**src/design/imbt_defines.svh**
```systemverilog
// Purpose: timing constants for the two-wire master bit timing block
// Assumes: every count is in cycles of proc_bus_clock
// Notes: definitions only
`ifndef IMBT_DEFINES_SVH
`define IMBT_DEFINES_SVH
`define IMBT_CNT_W 11
`define IMBT_HALF_PERIOD 11'h200
`define IMBT_FULL_PERIOD 11'h400
`define IMBT_QUARTER 11'h100
`define IMBT_STOP_SETUP 11'h200
`define IMBT_BUS_FREE 11'h200
`define IMBT_START_SETUP 11'h400
`define IMBT_START_HOLD 11'h200
`define IMBT_SYNC_LAG 11'h002
`define IMBT_CNT_ONE 11'h001
`define IMBT_CNT_ZERO 11'h000
`endif

```
**src/design/imbt_pkg.sv**
```systemverilog
// Purpose: types for the two-wire master bit timing block
// Assumes: nothing
// Notes: holds types only; numbers live in the defines header
package imbt_pkg;
  // bit-level command kinds
  typedef enum logic [2:0] {
    IMBT_CMD_START,
    IMBT_CMD_WRITE,
    IMBT_CMD_READ,
    IMBT_CMD_STOP
  } imbt_cmd_kind_t;

  // one command with its data bit
  typedef struct packed {
    imbt_cmd_kind_t kind;
    logic data;
  } imbt_cmd_t;

  // result of a bit slot
  typedef struct packed {
    logic done;
    logic rx_bit;
  } imbt_resp_t;
endpackage
```
**src/design/imbt_master.sv**
```systemverilog
// Purpose: bit-level timing for a two-wire serial master port
// Assumes: clock is proc_bus_clock; srst synchronous active high
// Notes: lines are open drain; enable high pulls the line low
`timescale 1ns/1ps
`default_nettype none
`include "imbt_defines.svh"

////////////////////////////////////////////////////////////////////////////////
// How it works
// - each serial clock period is 1024 cycles
// - serial clock high 512, low 512
// - stop: clock high 512 before data release
// - bus idle 512 cycles after stop
// - clock high 1024 before start data fall
// - start: data low 512 before clock low
// - new data value 256 after clock fall
// - old data held 256 after clock fall
// - read sample 256 into clock high
module imbt_master (
  input wire logic clock,
  input wire logic srst,
  input wire logic cmd_valid,
  input wire imbt_pkg::imbt_cmd_t cmd,
  output logic cmd_ready,
  output imbt_pkg::imbt_resp_t resp,
  output logic bus_busy,
  input wire logic scl_in,
  output logic scl_out,
  output logic scl_oe,
  input wire logic sda_in,
  output logic sda_out,
  output logic sda_oe
);

  // phase states of a bit slot
  typedef enum logic [3:0] {
    IMBT_IDLE,
    IMBT_ST_SETUP,
    IMBT_ST_HOLD,
    IMBT_BIT_LOW_A,
    IMBT_BIT_LOW_B,
    IMBT_BIT_HIGH,
    IMBT_SP_LOW_A,
    IMBT_SP_LOW_B,
    IMBT_SP_SETUP,
    IMBT_FREE
  } imbt_state_t;

  imbt_state_t state_reg; // current phase
  logic [`IMBT_CNT_W-1:0] cnt_reg; // cycles left in phase
  imbt_pkg::imbt_cmd_t cur_reg; // command in progress
  logic scl_low_reg; // pull clock low
  logic sda_low_reg; // pull data low
  logic rx_reg; // captured bit
  logic [1:0] sda_sync_reg; // data line synchroniser
  logic [1:0] scl_sync_reg; // clock line synchroniser, observed only
  logic last_cnt; // final cycle of phase

  assign last_cnt = (cnt_reg == `IMBT_CNT_ONE);

  //////////////////////////////////////////////////////////////////////////////
  // input synchronisers: pins come from outside the clock domain
  always_ff @(posedge clock) begin
    if (srst) begin
      sda_sync_reg <= 2'h3;
      scl_sync_reg <= 2'h3;
    end else begin
      sda_sync_reg <= {sda_sync_reg[0], sda_in};
      scl_sync_reg <= {scl_sync_reg[0], scl_in};
    end
  end

  //////////////////////////////////////////////////////////////////////////////
  // phase sequencer; all counts step on clock alone, no stretching
  always_ff @(posedge clock) begin
    if (srst) begin
      state_reg <= IMBT_IDLE;
      cnt_reg <= `IMBT_CNT_ZERO;
      cur_reg <= '0;
      scl_low_reg <= 1'b0;
      sda_low_reg <= 1'b0;
    end else begin
      if (cnt_reg != `IMBT_CNT_ZERO) begin
        cnt_reg <= cnt_reg - `IMBT_CNT_ONE;
      end
      case (state_reg)
        IMBT_IDLE: begin
          if (cmd_valid) begin
            cur_reg <= cmd;
            // the low-phase count has run since the clock fell; a command that
            // comes after it ran out restarts it, which stretches the low phase
            if (cnt_reg == `IMBT_CNT_ZERO || last_cnt) begin
              cnt_reg <= `IMBT_QUARTER;
            end
            if (cmd.kind == imbt_pkg::IMBT_CMD_START && !scl_low_reg) begin
              // clock already high: straight into the start setup time
              state_reg <= IMBT_ST_SETUP;
              cnt_reg <= `IMBT_START_SETUP;
            end else if (cmd.kind == imbt_pkg::IMBT_CMD_STOP) begin
              state_reg <= IMBT_SP_LOW_A;
            end else begin
              // bits, and a repeated start that must first finish the low phase
              state_reg <= IMBT_BIT_LOW_A;
            end
          end
        end
        IMBT_ST_SETUP: begin
          // repeated start: data released during the low half first
          sda_low_reg <= 1'b0;
          if (last_cnt) begin
            sda_low_reg <= 1'b1;
            state_reg <= IMBT_ST_HOLD;
            cnt_reg <= `IMBT_START_HOLD;
          end
        end
        IMBT_ST_HOLD: begin
          if (last_cnt) begin
            scl_low_reg <= 1'b1;
            state_reg <= IMBT_IDLE;
            // low-phase count starts at the fall, not at the next command
            cnt_reg <= `IMBT_QUARTER;
          end
        end
        IMBT_BIT_LOW_A: begin
          // keep old data for a quarter period after the fall
          scl_low_reg <= 1'b1;
          if (last_cnt) begin
            // reads and a repeated start release data so the slave can drive it
            sda_low_reg <= (cur_reg.kind == imbt_pkg::IMBT_CMD_WRITE) ?
                           ~cur_reg.data : 1'b0;
            state_reg <= IMBT_BIT_LOW_B;
            cnt_reg <= `IMBT_QUARTER;
          end
        end
        IMBT_BIT_LOW_B: begin
          if (last_cnt) begin
            scl_low_reg <= 1'b0;
            if (cur_reg.kind == imbt_pkg::IMBT_CMD_START) begin
              // repeated start: data already released, now the setup time
              state_reg <= IMBT_ST_SETUP;
              cnt_reg <= `IMBT_START_SETUP;
            end else begin
              state_reg <= IMBT_BIT_HIGH;
              cnt_reg <= `IMBT_HALF_PERIOD;
            end
          end
        end
        IMBT_BIT_HIGH: begin
          if (last_cnt) begin
            scl_low_reg <= 1'b1;
            state_reg <= IMBT_IDLE;
            // keeps the period exact when the next command comes promptly
            cnt_reg <= `IMBT_QUARTER;
          end
        end
        IMBT_SP_LOW_A: begin
          scl_low_reg <= 1'b1;
          if (last_cnt) begin
            sda_low_reg <= 1'b1;
            state_reg <= IMBT_SP_LOW_B;
            cnt_reg <= `IMBT_QUARTER;
          end
        end
        IMBT_SP_LOW_B: begin
          if (last_cnt) begin
            scl_low_reg <= 1'b0;
            state_reg <= IMBT_SP_SETUP;
            cnt_reg <= `IMBT_STOP_SETUP;
          end
        end
        IMBT_SP_SETUP: begin
          if (last_cnt) begin
            sda_low_reg <= 1'b0;
            state_reg <= IMBT_FREE;
            cnt_reg <= `IMBT_BUS_FREE;
          end
        end
        IMBT_FREE: begin
          // no new command until the free gap has run out
          if (last_cnt) begin
            state_reg <= IMBT_IDLE;
          end
        end
        default: begin
          state_reg <= IMBT_IDLE;
        end
      endcase
    end
  end

  //////////////////////////////////////////////////////////////////////////////
  // read sample a quarter period into the high phase at the pin; the two
  // synchroniser flops delay what we see, so the count is moved to match
  always_ff @(posedge clock) begin
    if (srst) begin
      rx_reg <= 1'b0;
    end else if (state_reg == IMBT_BIT_HIGH &&
                 cnt_reg == (`IMBT_QUARTER - `IMBT_SYNC_LAG)) begin
      rx_reg <= sda_sync_reg[1];
    end
  end

  //////////////////////////////////////////////////////////////////////////////
  // registered outputs; drive only low, never high (open drain)
  always_ff @(posedge clock) begin
    if (srst) begin
      scl_out <= 1'b0;
      scl_oe <= 1'b0;
      sda_out <= 1'b0;
      sda_oe <= 1'b0;
      cmd_ready <= 1'b0;
      resp <= '0;
      bus_busy <= 1'b0;
    end else begin
      scl_oe <= scl_low_reg;
      sda_oe <= sda_low_reg;
      scl_out <= 1'b0;
      sda_out <= 1'b0;
      cmd_ready <= (state_reg == IMBT_IDLE) && !cmd_valid;
      resp.done <= last_cnt && (state_reg == IMBT_ST_HOLD ||
                   state_reg == IMBT_BIT_HIGH || state_reg == IMBT_FREE);
      resp.rx_bit <= rx_reg;
      bus_busy <= (state_reg != IMBT_IDLE) || scl_low_reg || sda_low_reg;
    end
  end

endmodule
`default_nettype wire

```
**config.mk**
```make
export PLATFORM = sky130hd
export DESIGN_NAME = imbt_master
export DESIGN_NICKNAME = d
export VERILOG_FILES = /design/src/design/imbt_pkg.sv /design/src/design/imbt_master.sv
export VERILOG_INCLUDE_DIRS = /design/src /design/src/design
export SDC_FILE = /design/constraint.sdc
export NUM_CORES = 1
export LEC_CHECK = 0
export ABC_AREA = 1
export BUFFER_PORTS_ARGS = -buffer_cell sky130_fd_sc_hd__buf_2
export CAP_MARGIN = 10
export CORE_MARGIN = 5
export CORE_UTILIZATION = 52
export CTS_CLUSTER_SIZE = 30
export DETAILED_ROUTE_END_ITERATION = 6
export PLACE_DENSITY_LB_ADDON = 0.2
export SETUP_SLACK_MARGIN = 0.2
export SLEW_MARGIN = 20
export SYNTH_ARGS = -nofsm -noshare
export SYNTH_HDL_FRONTEND = slang
export SYNTH_SLANG_ARGS = --single-unit
```
**constraint.sdc**
```tcl
create_clock -name clock -period 1.4 [get_ports clock]
set_clock_uncertainty 0.1 [all_clocks]
set_input_delay 0.28 -clock clock [delete_from_list [all_inputs] [get_ports clock]]
set_output_delay 0.28 -clock clock [all_outputs]
set_load 0.01 [all_outputs]
```
# --- After elaboration in Yosys (flattened, before gate mapping) ---
# Cells that the tools add are included.
totals:
  reg_bits: 30
  in_bits: 9
  output_inout_bits: 8
  elab_cells: 96
classes:
  n_addsub: 1
  eq_ne: 23
  mux: 28
  n_bitwise: 1
  reduce_logical: 29
op_table:
  columns: ["cell", "count"]
  rows:
  - ["11-bit 2-to-1 mux", 8]
  - ["11-bit case mux with 4 select lines", 1]
  - ["4-bit 2-to-1 mux", 8]
  - ["4-bit case mux with 8 select lines", 1]
  - ["4-bit by 3-bit equality test with 1-bit output (second input constant)", 4]
  - ["2-bit != test (second input constant)", 7]
  - ["11-bit by 1-bit equality test with 1-bit output (second input constant)", 1]
  - ["11-bit by 8-bit equality test with 1-bit output (second input constant)", 1]
  - ["11-bit zero test", 1]
  - ["11-bit nonzero test", 1]
  - ["11-bit by 1-bit subtractor with 11-bit output (second input constant)", 1]
  - ["3-bit 2-to-1 mux", 3]
  - ["4-bit by 2-bit equality test with 1-bit output (second input constant)", 2]
  - ["4-bit equality test (second input constant)", 2]
  - ["8-bit AND reduction", 1]
  - ["4-bit nonzero test", 2]
  - ["3-bit zero test", 2]
  - ["2-bit by 1-bit != test with 1-bit output (second input constant)", 3]
  - ["2-bit OR reduction", 3]
  - ["3-bit OR reduction", 2]
  - ["1-bit logical OR", 5]
  - ["1-bit 2-to-1 mux", 5]
  - ["4-bit by 1-bit equality test with 1-bit output (second input constant)", 1]
  - ["1-bit logical AND", 4]
  - ["12 further kinds", 13]

# --- Depth between registers and ports, before layout ---
depth:
  ltp_word: 6
  depth_mapped: 11

# --- Least setup slack after synthesis ---
# No wires, ideal clock.
synth_timing:
  path_kind: "flip-flop to flip-flop"
  start: "reg cnt_reg[0]"
  end: "reg cnt_reg[1]"
  arrival_ns: 1.274
  slack_ns: -0.093
  stages_incl_launch_ff: 12
  synth_period_minus_slack_ns: 1.493
  path_cell_list: "dfxtp_1 > inv_1 > ha_1 > inv_1 > nor2_1 > nand2_4 > nand2_2 > nand2_2 > nand2_2 > o21ai_2 > nand2_4 > nor2_2"
synth_between:
  elab_chain_len: 6
  word_cells_on_any_way: 13
synth_rtl:
  columns: ["item", "line_no", "text"]
  rows:
  - ["start: declaration", "imbt_master.sv:50", "logic [`IMBT_CNT_W-1:0] cnt_reg;"]
  - ["start signal: assignment", "imbt_master.sv:78", "cnt_reg <= `IMBT_CNT_ZERO;"]
  - ["start signal: assignment", "imbt_master.sv:84", "cnt_reg <= cnt_reg - `IMBT_CNT_ONE;"]
  - ["start signal: assignment", "imbt_master.sv:93", "cnt_reg <= `IMBT_QUARTER;"]
  - ["11-bit by 1-bit subtractor with 11-bit output (no source line), or another cell as far along", null, null]
  - ["11-bit 2-to-1 mux or 1-bit logical OR (tied branches)", "imbt_master.sv:83, imbt_master.sv:92", null]
  - ["11-bit 2-to-1 mux", "imbt_master.sv:92", "if (cnt_reg == `IMBT_CNT_ZERO || last_cnt) begin"]
  - ["11-bit 2-to-1 mux", "imbt_master.sv:95", "if (cmd.kind == imbt_pkg::IMBT_CMD_START && !scl_low_reg) begin"]
  - ["11-bit 2-to-1 mux", "imbt_master.sv:88", "if (cmd_valid) begin"]
  - ["11-bit case mux with 4 select lines *", "imbt_master.sv:86", "case (state_reg)"]
# Mark *: on every way between the ends. The rest lies on a longest branch, timed or not.
# A chain may end at the register's enable or synchronous reset.

# --- Final worst setup path ---
layout_timing:
  start: "reg cnt_reg[4]"
  end: "reg cnt_reg[10]"
# The elaborated chain is that of the path after synthesis.

==> flow_summary.ini <==
[clock_network]
clkSlewWorstSetupHoldPaths_ns = 0.10
clock-root-buffer = clkbuf_4
cts.sinks = 30
cts_buffers = 5
cts_tree = yes
htree_levels = 2
clock_path_buffers = 2
worstSkewPairLatency_ns = 0.35

[min_path]
hold_start = cmd[2]
hp-class = in -> reg

[run_status]
violations = setup timing
status = complete, but fails checks

[layout]
fin_area_mm2 = 0.002505
drive_gt1_share_pct = 45.65
mostFrequentLayoutCell = nand2_1
largest_reg_flops = 11
final_util_pct = 75.66
final_cell_mix = nand2_1, buf_4, nor2_1
nNetsFinal = 334
instances_no_fill = 368
n_antenna_cell = 0
syn2layout_area_growth_pct = 41.78

[setup_path]
critPathMaxStageDelay_ns = 0.35
r2r-start = cnt_reg[4]$_SDFF_PP0_
worstPathCellList = nor2_4, buf_4, nand2_1, nor2_2, nand2_1, nand2_1, nand2_1, nor2_2, nor2_2, nor2_2
startpoint = cnt_reg[4]$_SDFF_PP0_
start_kind = flip-flop
cpMaxStageDelayCell = dfxtp_1
path_buf_inv = 1
cp-end-kind = flip-flop
path_delay_family = simple AND/OR/NAND/NOR gates
cp.required_ns = 1.59
critPathKind = reg -> reg
cp_max_fo = 3
worstPathArrival_ns = 1.70

[die]
row_count = 21
dieArea_mm2 = 0.004663
die_x_um = 68.29
io_pins = 17
start_util_pct = 53.36
core-area_mm2 = 0.003311
die_y_um = 68.29

[yosys]
synth_warnings = 0
yosysSeqAreaShare_pct = 33.99
syn_area_per_cell_um2 = 6.769
async_flop_share_pct = 0
synth_edf_count = 0
synthFlopType = dfxtp_1
synth_cell_types = 29
netlist_instances = 261
syn-cell-area_mm2 = 0.001767
synth_seq_cells = 30

[grt]
grt_max_degree = 15
antenna_found_initial = 0
overflow = 0
grt_pass1_vias = 1640
grt_pass1_wl_um = 7251
grt_use_total_pct = 21.16

[pwr]
intPower_mw = 3.097
peakVddDrop_uv = 1191
pwr-share-clk_pct = 9.6
p_seq_share_pct = 21.8
pwr-share-comb_pct = 68.6
switchingPower_mw = 2.882
powerDensity_mw_per_mm2 = 2387
p_sw_share_pct = 48.20
p_leak_nw = 1.214

[sta]
setup_violations = 15
drv_slew = 0
clock.fmax_mhz = 663.1
period_needed_ns = 1.508
final.period_utilization_pct = 107.7
worst_slack_ns = -0.1082
rsz0062_at_grt = yes
hold_viol = 0
whs_ns = 0.07729

[routing]
drc = 0
ant_nets = 0
vias = 1874
drt-initial-drc-count = 162
dr.pass1.iters = 4
post_drt_wl_per_cell_um = 12.50
drt_wl_total_um = 4600
viasPerCell = 5.092

[run]
maxCapViolations = 0

[place]
dp_cells = 351
placed_area_mm2 = 0.002156
numPortBuffers = 13
gp_congestion = 0.9042
detailed_place_hpwl_um = 3018
-- worst paths after layout --
kind,slack [ns],end,cells after the start
max,-0.11,cnt_reg[10]$_SDFF_PP0_,10
min,0.08,cur_reg[2]$_SDFFE_PP0P_,3
max reg2reg,-0.11,cnt_reg[10]$_SDFF_PP0_,10
min reg2reg,0.34,resp[0]$_SDFF_PP0_,2
-- kinds of logic (layout without fill, tap and decap cells) --
family          after synthesis  after routing  synth area share (%)
compound gates               30             30                 9.349
xor+xnor                      4              4                 1.983
fa+ha+maj                     4              4                 2.833
buf+inv                      36             96                 8.073
flops                        30             30                 33.99
other cells                   1              2                0.2123
simple gates                156            156                 43.56
-- per-stage QoR --
stage | total power, mW | setup slack (ns) | setup TNS [ns]
2_1_floorplan | 3.584 | 0.01611 | 0
3_3_place_gp | 4.548 | -0.07098 | -0.8787
3_5_place_dp | 4.600 | -0.08975 | -1.094
4_1_cts | 5.534 | -0.07104 | -0.6880
5_1_grt | 6.440 | -0.1917 | -2.570
6_report | 5.978 | -0.1082 | -1.097
-- per-layer routing --
metal	track usage [%]	vias up	share of wire (%)
met5	0	-	0
met4	7.444	0	1.7
met3	5.419	12	6.8
met2	34.66	62	48
met1	26.72	865	44
li1	-	935	-
-- cell type report --
type	instances	area [µm²]
tap	46	57.56
multi-input combinational	196	1230
clock inverter	2	12.51
timing repair buffer	55	390.4
clock buffer	6	51.30
fill	251	805.8
sequential	30	619.3
inverter	33	143.9
-- synth_stat cells (2+ instances only) --
cell type | instances | share of area [%]
nand2_4 | 4 | 2.5
dfxtp_1 | 30 | 34
nor3_1 | 6 | 1.7
clkinv_1 | 3 | 0.64
nand2_2 | 9 | 3.2
nand2_1 | 56 | 12
nand3_1 | 18 | 5.1
buf_4 | 2 | 0.85
o21ai_2 | 2 | 0.99
nor2_8 | 2 | 2.3
o21ai_1 | 4 | 1.1
inv_2 | 7 | 1.5
nor2_2 | 15 | 5.3
o21ai_0 | 11 | 3.1
inv_1 | 23 | 4.9
nor2_1 | 39 | 8.3
or2_2 | 3 | 1.1
a21oi_1 | 9 | 2.5
xor2_1 | 4 | 2.0
ha_1 | 4 | 2.8
nor2_4 | 2 | 1.3
-- worst reg2reg max path, cell delays in order, from the launching register on --
cell	delay, ns
dfxtp_1	0.35
nor2_4	0.16
buf_4	0.14
nand2_1	0.07
nor2_2	0.17
nand2_1	0.07
nand2_1	0.08
nand2_1	0.09
nor2_2	0.13
nor2_2	0.04
nor2_2	0.06
-- power by group through the flow --
stage	Sequential, mW	Clock, mW	Combinational (mW)
2_1_floorplan	1.27	0	2.31
3_3_place_gp	1.25	0	3.30
3_5_place_dp	1.26	0	3.34
4_1_cts	1.27	0.590	3.67
5_1_grt	1.33	0.613	4.50
6_report	1.30	0.572	4.10
-- timing repair --
action / in CTS / in global routing
hold buffers: 1 / 0
setup endpoints to repair: 24 / 26
endpoints found under the hold margin: 1 / 0
pin swaps: 14 / 16
resized for setup: 37 / 29
buffers inserted: 4 / 4
No activity file was read; power rests on OpenSTA's default activity.
